### src/inc/lcair_pkg.sv
/*
 * package for the per-channel alarm interrupt register block: register
 * decode, field positions, reset values and the carrier structs.
 * assumes one clock domain and the plain strobe register port.
 */
// How it works
// - enable bit 6 gates driver-monitor interrupts
// - enable bit 5 gates fifo-limit interrupts
// - enable bit 4 gates code-violation interrupts
// - enable bit 3 gates loop-code interrupts
// - enable bit 2 gates alarm-indication interrupts
// - enable bit 1 gates signal-loss interrupts
// - enable bit 0 gates prbs-pattern interrupts
// - status bit 6 mirrors live driver fault
// - any driver-fault edge raises enabled interrupt
// - status bit 5 mirrors fifo near-limit
// - any fifo-limit edge raises enabled interrupt
// - status bit 4 mirrors live code violation
// - any code-violation edge raises enabled interrupt
package lcair_pkg;

    // ------------------------------------------------------------
    // geometry and decode
    // ------------------------------------------------------------
    localparam int unsigned LCAIR_CHANNELS = 8;
    localparam int unsigned LCAIR_ADDR_W = 8;
    localparam int unsigned LCAIR_CH_LSB = 4;
    localparam int unsigned LCAIR_CH_MSB = 6;
    localparam logic [3:0] LCAIR_OFS_IRQ_EN = 4'h4;
    localparam logic [3:0] LCAIR_OFS_STATUS = 4'h5;
    localparam logic [3:0] LCAIR_OFS_EVENT = 4'h6;
    localparam logic [3:0] LCAIR_OFS_GLOBAL = 4'h7;
    localparam logic [7:0] LCAIR_ADDR_IRQ_SUMMARY = 8'h80;

    // ------------------------------------------------------------
    // field positions and reset values
    // ------------------------------------------------------------
    localparam int unsigned LCAIR_BIT_DRIVER = 6;
    localparam int unsigned LCAIR_BIT_FIFO = 5;
    localparam int unsigned LCAIR_BIT_CODE = 4;
    localparam int unsigned LCAIR_BIT_LOOP = 3;
    localparam int unsigned LCAIR_BIT_AIS = 2;
    localparam int unsigned LCAIR_BIT_LOS = 1;
    localparam int unsigned LCAIR_BIT_PRBS = 0;
    localparam logic [7:0] LCAIR_EN_MASK = 8'h7f;
    localparam logic [7:0] LCAIR_EN_RESET = 8'h00;
    localparam logic [7:0] LCAIR_STATUS_RESET = 8'h00;
    localparam logic [7:0] LCAIR_EVENT_MASK = 8'h70;
    localparam logic [7:0] LCAIR_UNMAPPED = 8'h00;
    localparam int unsigned LCAIR_FIFO_NEAR_BITS = 3;

    // ------------------------------------------------------------
    // carriers
    // ------------------------------------------------------------
    typedef struct packed {
        logic [7:0] addr;
        logic [7:0] wdata;
        logic wr;
        logic rd;
    } lcair_bus_s;

    typedef struct packed {
        logic driver;
        logic fifo;
        logic code;
    } lcair_alarm_s;

    typedef struct packed {
        logic [LCAIR_CHANNELS-1:0][7:0] en;
        logic [LCAIR_CHANNELS-1:0][2:0] live;
        logic [LCAIR_CHANNELS-1:0][2:0] evt;
        logic [LCAIR_CHANNELS-1:0][2:0] s1;
        logic [LCAIR_CHANNELS-1:0][2:0] s2;
        logic [7:0] rdata;
        logic armed;
    } lcair_state_s;

endpackage

### src/hw/lcair_regs.sv
/*
 * eight-channel alarm interrupt enable and status registers with change
 * events, sticky event flags and one level interrupt.
 * assumes alarm inputs arrive asynchronously from the line side and the
 * register port is driven on mclk by a single master.
 */
`timescale 1ns/1ps
`default_nettype none

module lcair_regs
    import lcair_pkg::*;
#(
    parameter int unsigned CHANNELS = LCAIR_CHANNELS
) (
    input wire logic mclk,
    input wire logic resetn,
    input wire logic clk_en,
    input wire logic [7:0] reg_addr,
    input wire logic [7:0] reg_wdata,
    input wire logic reg_wr,
    input wire logic reg_rd,
    output logic [7:0] reg_rdata,
    input wire logic [CHANNELS-1:0] driver_monitor,
    input wire logic [CHANNELS-1:0] fifo_near_limit,
    input wire logic [CHANNELS-1:0] code_violation,
    input wire logic [CHANNELS-1:0] loop_code_event,
    input wire logic [CHANNELS-1:0] alarm_indication_event,
    input wire logic [CHANNELS-1:0] rx_signal_loss_event,
    input wire logic [CHANNELS-1:0] prbs_pattern_event,
    output logic [CHANNELS-1:0][6:0] channel_irq_src,
    output logic irq
);

    // ------------------------------------------------------------
    // state
    // ------------------------------------------------------------
    lcair_state_s st_q;
    lcair_state_s st_d;
    lcair_bus_s bus;
    logic [2:0] ch_sel;
    logic [3:0] nib_sel;
    logic [CHANNELS-1:0] ch_pend;
    logic [CHANNELS-1:0][2:0] chg;

    assign bus = '{addr: reg_addr, wdata: reg_wdata, wr: reg_wr, rd: reg_rd};
    assign ch_sel = bus.addr[LCAIR_CH_MSB:LCAIR_CH_LSB];
    assign nib_sel = bus.addr[3:0];

    // ------------------------------------------------------------
    // per-channel masking and pending terms
    // ------------------------------------------------------------
    genvar g;
    generate
        for (g = 0; g < CHANNELS; g++) begin : g_ch
            assign chg[g] = st_q.s2[g] ^ st_q.live[g];
            // sticky event flags and level sources from other detectors, gated by their enables
            assign channel_irq_src[g][LCAIR_BIT_DRIVER] =
                st_q.evt[g][2] & st_q.en[g][LCAIR_BIT_DRIVER];
            assign channel_irq_src[g][LCAIR_BIT_FIFO] =
                st_q.evt[g][1] & st_q.en[g][LCAIR_BIT_FIFO];
            assign channel_irq_src[g][LCAIR_BIT_CODE] =
                st_q.evt[g][0] & st_q.en[g][LCAIR_BIT_CODE];
            assign channel_irq_src[g][LCAIR_BIT_LOOP] =
                loop_code_event[g] & st_q.en[g][LCAIR_BIT_LOOP];
            assign channel_irq_src[g][LCAIR_BIT_AIS] =
                alarm_indication_event[g] & st_q.en[g][LCAIR_BIT_AIS];
            assign channel_irq_src[g][LCAIR_BIT_LOS] =
                rx_signal_loss_event[g] & st_q.en[g][LCAIR_BIT_LOS];
            assign channel_irq_src[g][LCAIR_BIT_PRBS] =
                prbs_pattern_event[g] & st_q.en[g][LCAIR_BIT_PRBS];
            assign ch_pend[g] = |channel_irq_src[g];
        end
    endgenerate

    // ------------------------------------------------------------
    // next state
    // ------------------------------------------------------------
    always_comb begin
        st_d = st_q;
        st_d.rdata = LCAIR_UNMAPPED;
        for (int c = 0; c < CHANNELS; c++) begin
            // two-flop synchronisers; only s2 feeds the logic
            st_d.s1[c] = {driver_monitor[c], fifo_near_limit[c], code_violation[c]};
            st_d.s2[c] = st_q.s1[c];
            st_d.live[c] = st_q.s2[c];
            // clear by writing one, a fresh change wins over the clear
            if (bus.wr && !bus.addr[7] && ch_sel == c[2:0]
                    && nib_sel == LCAIR_OFS_EVENT) begin
                st_d.evt[c] = st_q.evt[c] & ~bus.wdata[6:4];
            end
            // armed blocks a spurious edge on the first sample after reset
            if (st_q.armed) begin
                st_d.evt[c] = st_d.evt[c] | chg[c];
            end
        end
        st_d.armed = 1'b1;
        if (bus.wr && !bus.addr[7] && nib_sel == LCAIR_OFS_IRQ_EN) begin
            st_d.en[ch_sel] = bus.wdata & LCAIR_EN_MASK;
        end
        if (bus.rd) begin
            if (bus.addr == LCAIR_ADDR_IRQ_SUMMARY) begin
                st_d.rdata = 8'(ch_pend);
            end else if (!bus.addr[7]) begin
                unique case (nib_sel)
                    LCAIR_OFS_IRQ_EN: st_d.rdata = st_q.en[ch_sel];
                    LCAIR_OFS_STATUS: st_d.rdata = {1'b0, st_q.live[ch_sel], 4'h0};
                    LCAIR_OFS_EVENT: st_d.rdata = {1'b0, st_q.evt[ch_sel], 4'h0};
                    LCAIR_OFS_GLOBAL: st_d.rdata = {7'h00, |ch_pend};
                    default: st_d.rdata = LCAIR_UNMAPPED;
                endcase
            end
        end
    end

    always_ff @(posedge mclk or negedge resetn) begin
        if (!resetn) begin
            st_q <= '0;
        end else if (clk_en) begin
            st_q <= st_d;
        end
    end

    // ------------------------------------------------------------
    // outputs
    // ------------------------------------------------------------
    assign reg_rdata = st_q.rdata;
    assign irq = |ch_pend;

    // bus terms shared by the properties below
    logic wr_en_hit;
    logic wr_evt_hit;
    logic rd_any_hit;
    assign wr_en_hit = clk_en && reg_wr && !reg_addr[7] && reg_addr[3:0] == LCAIR_OFS_IRQ_EN;
    assign wr_evt_hit = clk_en && reg_wr && !reg_addr[7] && reg_addr[3:0] == LCAIR_OFS_EVENT;
    assign rd_any_hit = clk_en && reg_rd;

    // ------------------------------------------------------------
    // per-channel checks
    // ------------------------------------------------------------
    generate
        for (g = 0; g < CHANNELS; g++) begin : g_chk

        end
    endgenerate
endmodule

`default_nettype wire

### config.mk
export PLATFORM = sky130hd
export DESIGN_NAME = lcair_regs
export DESIGN_NICKNAME = d
export VERILOG_FILES = /design/src/inc/lcair_pkg.sv /design/src/hw/lcair_regs.sv
export SDC_FILE = /design/constraint.sdc
export NUM_CORES = 1
export LEC_CHECK = 0
export BUFFER_PORTS_ARGS = -buffer_cell sky130_fd_sc_hd__buf_2
export CAP_MARGIN = 15
export CORE_MARGIN = 2
export CORE_UTILIZATION = 45
export DETAILED_ROUTE_END_ITERATION = 16
export PLACE_DENSITY = 0.73
export SLEW_MARGIN = 20
export SYNTH_ARGS = -nofsm -noshare
export SYNTH_HDL_FRONTEND = slang
export SYNTH_SLANG_ARGS = --single-unit
export TNS_END_PERCENT = 5
### constraint.sdc
create_clock -name mclk -period 4.6 [get_ports mclk]
set_clock_uncertainty 0.05 [all_clocks]
set_input_delay 0.23 -clock mclk [delete_from_list [all_inputs] [get_ports mclk]]
set_output_delay 0.23 -clock mclk [all_outputs]
set_load 0.02 [all_outputs]
==> flow_summary.yaml, run 1 <==
outcome:
  status: "finished, final reports clean"
timing:
  setup_tns_ns: 0
  slew_viol_final: 0
  fin_crit_ns: 2.91
  rsz0062_at_grt: "false"
  fmax_mhz: 344
  slew_headroom: 0.306
  hold_viol: 0
  worst_pin_slew_ns: 1.04
  setup_viol: 0
  period_share: 0.632
setup_path:
  critPathKind: "reg -> out"
  cp-end-kind: "primary output"
  required_ns: 4.32
  critPathArrivalTime_ns: 2.63
  critPathLaunchType: "flip-flop"
  cp_max_fo: 4
clock_tree:
  cts-resized-gates: 0
  clk_latency_ns: 0.43
  clk_pin_slew_ns: 0.06
  root_buffer: "clkbuf_16"
  hold_buffers: 25
  htreeDepth: 4
  clock_sinks: 161
  cts_setup_buffers: 0
  cts-buffers-inserted: 17
  clockBufferDepth: 2
  cts_tree: "yes"
finish:
  fillers: 1415
  stdcell_area_sq_um: 9590
  drive_above_1_share: 0.439
  final_util: 0.557
  area_growth_pct: 21.6
  diodes: 0
  fin_nets: 841
global_routing:
  grt_pass1_vias: 5670
  grtUsageTotal: 0.228
  antenna_found_initial: 0
  overflow: 0
  grt_pass1_wl_mm: 31.5
  grt_max_degree: 114
routing:
  drt-pass1-iter-count: 5
  ant_nets: 0
  vias: 5551
  post-route-drc-count: 0
  wirelength_mm: 20.3
  vias_per_cell: 5.55
  drt-wirelength-per-cell_um: 20.2
  drtIter0Drc: 348
floorplan:
  ios: 142
  die_x_um: 136
  core-area_sq_um: 17200
  start_util: 0.458
  dieArea_sq_um: 18600
  rows: 48
  dieHeight_um: 136
power_and_ir_drop:
  power_frac_clock: 0.414
  p_leak_nw: 4.41
  p_int_mw: 2.68
  pwr-share-comb: 0.127
  power_frac_seq: 0.459
  p_per_area_nw_per_um2: 369
  switching_power_mw: 0.864
  ir_drop_mv: 0.297
  switching_share: 0.244
logic_synthesis:
  synth-simple-area-share: 0.100
  synth_edf_count: 0
  synth_xor_xnor_area_share: 0.0267
  muxShareOfSynthArea: 0.267
  syn_inst: 609
  syn_area_per_cell_sq_um: 12.9
  synth_top_family_by_area: "multiplexers"
  synth_async_sr_flop_share: 1.00
  syn_nets: 686
  syn_area_sq_um: 7890
  synthAdderAreaFrac: 0
  ys_ff_latch: 161
  ys_seq_area_frac: 0.511
  synth_ff_type: "dfrtp_1"
  synth.distinct_cells: 44
  synth-compound-area-share: 0.0689
  yosysWarnings: 0
place:
  dpl_cell_area_sq_um: 8730
  hpwl_mm: 14.8
  gp_congestion: 0.940
  port_buffers: 140
hold_path:
  hp-class: "in -> reg"
flow_run:
  drv_cap: 0
-- registers in the layout, summed over array words and instances, names as in the netlist --
| register | count |
|---|---|
| st_q | 105 |
| reg_rdata | 8 |
| st_d | 48 |
-- critical path, stage by stage (launching register included) --
cell and delay (ns):
dfrtp_1 0.41, a222oi_1 0.56, or4b_1 0.61, nor4_1 0.31, nand2_1 0.13, buf_2 0.18
-- layout make-up --
| cell class | instances | area (sq um) | share of cell area |
|---|---|---|---|
| Clock inverter | 8 | 125 | 0.0130 |
| Sequential cell | 161 | 4030 | 0.420 |
| Tap cell | 225 | 282 | 0.0293 |
| Timing Repair Buffer | 168 | 985 | 0.103 |
| Multi-Input combinational cell | 406 | 3650 | 0.380 |
| Clock buffer | 23 | 488 | 0.0509 |
| Inverter | 10 | 37.5 | 0.00391 |
-- Yosys cell counts (2+ instances only) --
| master | number | share of area |
|---|---|---|
| a211oi_1 | 2 | 0.0019 |
| a21oi_1 | 8 | 0.0051 |
| a222oi_1 | 8 | 0.010 |
| a22o_1 | 6 | 0.0067 |
| a22oi_1 | 4 | 0.0038 |
| and2_1 | 47 | 0.037 |
| buf_1 | 5 | 0.0024 |
| buf_2 | 6 | 0.0038 |
| buf_4 | 10 | 0.0095 |
| clkbuf_1 | 10 | 0.0048 |
| dfrtp_1 | 161 | 0.51 |
| inv_1 | 10 | 0.0048 |
| mux2_2 | 131 | 0.19 |
| mux2i_1 | 4 | 0.0051 |
| mux4_2 | 25 | 0.071 |
| nand2_1 | 26 | 0.012 |
| nand2b_1 | 5 | 0.0040 |
| nand3_1 | 4 | 0.0025 |
| nand4_1 | 4 | 0.0032 |
| nand4_2 | 2 | 0.0032 |
| nor2_1 | 7 | 0.0033 |
| nor2_2 | 6 | 0.0048 |
| nor2b_1 | 12 | 0.0095 |
| nor3_2 | 3 | 0.0038 |
| nor4_1 | 4 | 0.0032 |
| o21ai_0 | 55 | 0.035 |
| or4b_1 | 4 | 0.0051 |
| xnor2_1 | 24 | 0.027 |
-- placed cells by master (no fill, tap or decap), types with 3 or more instances in the layout --
| cell type | Yosys | final |
|---|---|---|
| mux2_2 | 131 | 131 |
| bufinv_16 | 0 | 3 |
| clkbuf_16 | 0 | 17 |
| inv_1 | 10 | 10 |
| nand2b_1 | 5 | 5 |
| buf_2 | 6 | 138 |
| nor4_1 | 4 | 4 |
| buf_4 | 10 | 4 |
| nor3_2 | 3 | 3 |
| a21oi_1 | 8 | 8 |
| dfrtp_1 | 161 | 161 |
| a222oi_1 | 8 | 8 |
| nor2b_1 | 12 | 12 |
| o21ai_0 | 55 | 55 |
| nor2_1 | 7 | 7 |
| or4b_1 | 4 | 4 |
| xnor2_1 | 24 | 24 |
| a22o_1 | 6 | 6 |
| dlygate4sd3_1 | 0 | 25 |
| nand3_1 | 4 | 4 |
| nand2_1 | 26 | 26 |
| mux2i_1 | 4 | 4 |
| mux4_2 | 25 | 25 |
| nand4_1 | 4 | 4 |
| clkbuf_8 | 0 | 5 |
| nor2_2 | 6 | 6 |
| and2_1 | 47 | 47 |
| a22oi_1 | 4 | 4 |
-- per-layer routing --
layer / GRT usage / wire, um
met5: 0 / 0
met4: 0.0966 / 646
met3: 0.0526 / 1180
met2: 0.380 / 9950
met1: 0.287 / 8480
-- worst paths after layout --
| check | to | slack (ns) | cells past startpoint | startpoint |
|---|---|---|---|---|
| worst max-delay path | irq | 1.69 | 5 | st_q[77]$_DFFE_PN0P_ |
| worst min-delay path | st_q[114]$_DFFE_PN0P_ | 0.10 | 2 | reg_wdata[1] |
| worst max register to register | reg_rdata[0]$_DFFE_PN0P_ | 2.18 | 5 | st_q[77]$_DFFE_PN0P_ |
| worst min register to register | st_q[0]$_DFFE_PN0P_ | 0.43 | 1 | st_q[0]$_DFFE_PN0P_ |
| max in group asynchronous | st_d[32]$_DFFE_PN0P_ | 2.84 | 3 | resetn |
| min in group asynchronous | st_q[140]$_DFFE_PN0P_ | 0.39 | 2 | resetn |
-- cells by family after synthesis --
group,after synthesis
compound gates,89
xor+xnor,24
buf+inv,42
flops,161
mux,161
simple gates,132
-- metrics by stage --
| stage | hold slack, ns | power, mW | instances | worst slack (ns) |
|---|---|---|---|---|
| finish | 0.103 | 3.54 | 1001 | 1.69 |
| global route | 0.0962 | 3.69 | 1001 | 1.64 |
| CTS | 0.0866 | 3.56 | 1001 | 1.76 |
| detailed placement | 0.394 | 2.09 | 945 | 1.85 |
| global placement | 0.376 | 2.07 | 945 | 1.85 |
| floorplan | -0.116 | 1.91 | 609 | 2.53 |
-- power by group through the flow --
stage	Combinational (mW)	Sequential (mW)	Clock, mW
5_1_grt	0.490	1.64	1.56
3_5_place_dp	0.438	1.65	0
2_1_floorplan	0.292	1.62	0
6_report	0.451	1.62	1.47
3_3_place_gp	0.426	1.64	0
4_1_cts	0.456	1.62	1.49
(Power assumes the default switching activity.)
==> inputs of run 2 (changes only) <==
==> constraint.sdc (replaced) <==
create_clock -name mclk -period 3 [get_ports mclk]
set_clock_uncertainty 0.05 [all_clocks]
set_input_delay 0.15 -clock mclk [delete_from_list [all_inputs] [get_ports mclk]]
set_output_delay 0.15 -clock mclk [all_outputs]
set_load 0.02 [all_outputs]
==> run 2 against run 1 <==
Compared with the run above: count of clock-buffer cells in the layout shrank 5; largest power group unchanged; power grew 49%; routed wire length grew 3.0%; largest cell class unchanged; utilization grew 0.13 points.
==> flow_summary.yaml, run 2 (synthesis results as in run 1) <==
global_routing:
  antenna_found_initial: 0
  grtUsageMet1: 0.287
  grt-busiest-layer: "met2"
  grt_pass1_vias: 5727
  grtUsageTotal: 0.233
  overflow: 0
  grt_pass1_wl_mm: 32.0
  globalRouteMet2Util: 0.399
  grt_max_degree: 77
  met3_usage: 0.0429
setup_path:
  critPathArrivalTime_ns: 2.54
  reg2reg_slack_ns: 0.67
  cp_max_fo: 4
  cp-end-kind: "primary output"
  critPathLaunchType: "flip-flop"
  r2r_start: "st_q[71]$_DFFE_PN0P_"
  crit_slowest_cell: "or4b_1"
  crit_end: "irq"
  r2r_end: "reg_rdata[0]$_DFFE_PN0P_"
  cp_slowest_stage_delay_ns: 0.63
  critPathKind: "reg -> out"
  cp-startpoint: "st_q[71]$_DFFE_PN0P_"
  required_ns: 2.80
  ff2ff_path_depth: 5
  crit_chain: "a222oi_1 -> or4b_1 -> nor4_1 -> nand2_1 -> buf_2"
floorplan:
  dieHeight_um: 136
  dieArea_sq_um: 18600
  ios: 142
  start_util: 0.458
  die_x_um: 136
  core-area_sq_um: 17200
  rows: 48
outcome:
  status: "finished, final reports clean"
timing:
  fmax_mhz: 365
  rsz0062_at_grt: "false"
  worst_pin_slew_ns: 0.779
  hold_viol: 0
  holdWs_ns: 0.0499
  setup_tns_ns: 0
  slew_viol_final: 0
  slew_headroom: 0.481
  setup_viol: 0
  fin_crit_ns: 2.74
  period_share: 0.912
hold_path:
  hp-class: "in -> reg"
power_and_ir_drop:
  switching_power_mw: 1.40
  p_int_mw: 3.89
  power_frac_seq: 0.471
  ir_drop_mv: 0.419
  power_frac_clock: 0.397
  p_leak_nw: 4.42
  switching_share: 0.265
  pwr-share-comb: 0.133
  p_per_area_nw_per_um2: 550
clock_tree:
  clock_sinks: 161
  cts_tree: "yes"
  htreeDepth: 4
  cts-buffers-inserted: 17
  clk_pin_slew_ns: 0.07
  root_buffer: "clkbuf_16"
  clockBufferDepth: 2
  cts-resized-gates: 0
  clk_latency_ns: 0.43
routing:
  vias: 5657
  drtIter0Drc: 354
  wirelength_mm: 20.9
  drt-pass1-iter-count: 5
  vias_per_cell: 5.61
  drt-wirelength-per-cell_um: 20.7
  post-route-drc-count: 0
  ant_nets: 0
finish:
  top_register: "st_q"
  area_growth_pct: 21.9
  largest_register_ff_count: 105
  drive_above_1_share: 0.446
  final_common_cell: "dfrtp_1"
  fin_nets: 848
  final_cell_mix: "dfrtp_1 (161), buf_2 (138), mux2_2 (131)"
  diodes: 0
place:
  gp_congestion: 0.891
  port_buffers: 140
  hpwl_mm: 15.4
flow_run:
  drv_cap: 0
## run 2: power groups by stage
stage	clock network [mW]	registers [mW]	logic, mW
CTS	2.14	2.49	0.707
floorplan	0	2.48	0.448
detailed placement	0	2.53	0.677
finish	2.10	2.49	0.701
global placement	0	2.51	0.660
global route	2.23	2.51	0.763
## run 2: what timing repair did
action	4_1_cts	5_1_grt
hold buffers	26	0
endpoints found under the hold margin	106	0
buffers inserted	0	0
## run 2: worst max-delay path, delay by kind of cell, from the launching register on
kind	cells	cell delay, ns
buffers and inverters	1	0.18
flip-flops	1	0.41
AO/OA/AOI/OAI	1	0.53
AND/OR/NAND/NOR	3	0.98
## run 2: worst min-delay path by stage
stage / cells after the start / start / end
6_report: 2 / reg_wdata[0] / st_q[113]$_DFFE_PN0P_
3_5_place_dp: 1 / resetn / st_q[139]$_DFFE_PN0P_
4_1_cts: 2 / reg_wdata[2] / st_q[155]$_DFFE_PN0P_
2_1_floorplan: 0 / resetn / reg_rdata[0]$_DFFE_PN0P_
5_1_grt: 2 / reg_wdata[0] / st_q[113]$_DFFE_PN0P_
3_3_place_gp: 1 / resetn / st_q[137]$_DFFE_PN0P_
## run 2: final cells by class
class,count,area (sq um)
clock inverters,14,131
fillers,1452,7620
clock buffers,18,439
well taps,225,282
repair buffers,175,1050
multi-input cells,406,3650
flip-flops and latches,161,4030
inverters,10,37.5
## run 2: metrics by stage
step           cell area (sq um)  instances  utilization  setup slack [ns]  total power, mW
2_1_floorplan               7890        609            -             0.935             2.92
3_3_place_gp                8780        951        0.510             0.634             3.17
3_5_place_dp                8780        951        0.510             0.632             3.20
4_1_cts                     9620       1009        0.558             0.309             5.34
5_1_grt                     9620       1009        0.558             0.159             5.50
6_report                    9620       1009        0.558             0.264             5.29
## run 2: metal layers
layer	part of all wire	routed length [um]
met1	0.42	8720
met3	0.051	1060
met2	0.50	10400
met4	0.033	697
met5	0	0
==> inputs of run 3 (changes only) <==
==> constraint.sdc (replaced) <==
create_clock -name mclk -period 3.2 [get_ports mclk]
set_clock_uncertainty 0.05 [all_clocks]
set_input_delay 0.16 -clock mclk [delete_from_list [all_inputs] [get_ports mclk]]
set_output_delay 0.16 -clock mclk [all_outputs]
set_load 0.02 [all_outputs]
==> run 3 against run 2 <==
Compared with the run above: hold slack improved by 0.0011 ns; via count shrank 1.4%; count of clock-buffer cells in the layout up 1; register-to-register slack better by 0.16 ns; critical path type unchanged; final cell count is 0.20% lower; clock power is 9.5% lower; global-route usage shrank 0.69 points; largest cell class unchanged.
==> flow_summary.yaml, run 3 (synthesis results as in run 1) <==
power_and_ir_drop:
  ir_drop_mv: 0.368
  p_per_area_nw_per_um2: 509
  total_power_mw: 4.88
  p_leak_nw: 4.40
outcome:
  status: "finished, final reports clean"
finish:
  drive_above_1_share: 0.445
  area_growth_pct: 21.4
  final_util: 0.556
  final_cell_mix: "dfrtp_1 (161), buf_2 (138), mux2_2 (131)"
  seqCellArea_sq_um: 4030
  multi_input_area_sq_um: 3650
  largest_register_ff_count: 105
  final_common_cell: "dfrtp_1"
  top_register: "st_q"
  stdcell_area_sq_um: 9580
  fin_nets: 847
  diodes: 0
  layoutNonFillerInstCount: 1007
  fillers: 1461
setup_path:
  critPathArrivalTime_ns: 2.56
  cp_max_fo: 4
  cp-end-kind: "primary output"
  required_ns: 2.99
  critPathLaunchType: "flip-flop"
  critPathKind: "reg -> out"
routing:
  wirelength_mm: 20.2
  ant_nets: 0
  vias_per_cell: 5.54
  vias: 5577
  drtIter0Drc: 402
  post-route-drc-count: 0
  drt-wirelength-per-cell_um: 20.0
  drt-pass1-iter-count: 6
place:
  gp_congestion: 0.912
  hpwl_mm: 15.2
  dpl_cell_area_sq_um: 8770
  port_buffers: 140
  dp_cells: 951
floorplan:
  die_x_um: 136
  core-area_sq_um: 17200
  ios: 142
  dieArea_sq_um: 18600
  start_util: 0.458
  rows: 48
  dieHeight_um: 136
timing:
  slew_headroom: 0.511
  setup_viol: 0
  rsz0062_at_grt: "false"
  fin_crit_ns: 2.77
  hold_viol: 0
  fmax_mhz: 361
  period_share: 0.866
  slew_viol_final: 0
  worst_pin_slew_ns: 0.727
  setup_tns_ns: 0
clock_tree:
  root_buffer: "clkbuf_16"
  clock_sinks: 161
  clk_pin_slew_ns: 0.06
  clockBufferDepth: 2
  cts_tree: "yes"
  cts-buffers-inserted: 17
  clk_latency_ns: 0.42
  cts-resized-gates: 0
  htreeDepth: 4
global_routing:
  grtUsageTotal: 0.226
  grt_pass1_vias: 5686
  antenna_found_initial: 0
  overflow: 0
  grt_pass1_wl_mm: 31.4
  grt_max_degree: 70
flow_run:
  drv_cap: 0
hold_path:
  hp-class: "in -> reg"
==> run 3: path summary, 6_finish.rpt <==
path                                      start                  endpoint  slack (ns)  cells past startpoint
setup / recovery           st_q[77]$_DFFE_PN0P_                       irq        0.43                      5
hold / removal                     reg_wdata[1]     st_q[106]$_DFFE_PN0P_        0.05                      2
setup reg to reg           st_q[77]$_DFFE_PN0P_  reg_rdata[0]$_DFFE_PN0P_        0.83                      5
hold reg to reg             st_q[0]$_DFFE_PN0P_       st_q[0]$_DFFE_PN0P_        0.45                      1
max in group asynchronous                resetn      st_d[14]$_DFFE_PN0P_        1.72                      3
min in group asynchronous                resetn     st_q[139]$_DFFE_PN0P_        0.23                      2
==> run 3: through the flow <==
step	setup WS [ns]	hold slack, ns
4_1_cts	0.461	0.0235
3_3_place_gp	0.777	0.132
2_1_floorplan	1.13	-0.186
6_report	0.427	0.0510
3_5_place_dp	0.788	0.148
5_1_grt	0.325	0.0428
==> run 3: metal layers <==
layer  share of wire  track usage  vias to the layer above
met1            0.42        0.284                     2764
met3           0.059       0.0511                       38
met2            0.49        0.376                      221
li1                -            -                     2554
met4           0.033       0.0949                        0
met5               0            0                        -
==> run 3: final cells by class <==
class,count,area share
timing repair buffer,174,0.107
clock buffer,19,0.0463
sequential,161,0.421
multi-input combinational,406,0.381
inverter,10,0.00392
tap,225,0.0294
clock inverter,12,0.0115
==> run 3: worst max-delay path, stage by stage, from the launching register on <==
cell	delay [ns]
dfrtp_1	0.42
a222oi_1	0.50
or4b_1	0.61
nor4_1	0.31
nand2_1	0.13
buf_2	0.18
==> run 3: repair_timing <==
action | CTS | global route
setup buffers | 0 | 0
hold buffers | 25 | 0
endpoints found under the setup margin | 0 | 0
hold endpoints to repair | 90 | 0
==> run 3: where the power goes <==
part,total [mW],switching (mW),internal (mW),leakage (nW)
clock network,1.90,0.806,1.09,0.267
registers,2.33,0.139,2.19,1.95
logic,0.648,0.298,0.349,2.19
total,4.88,1.24,3.63,4.40
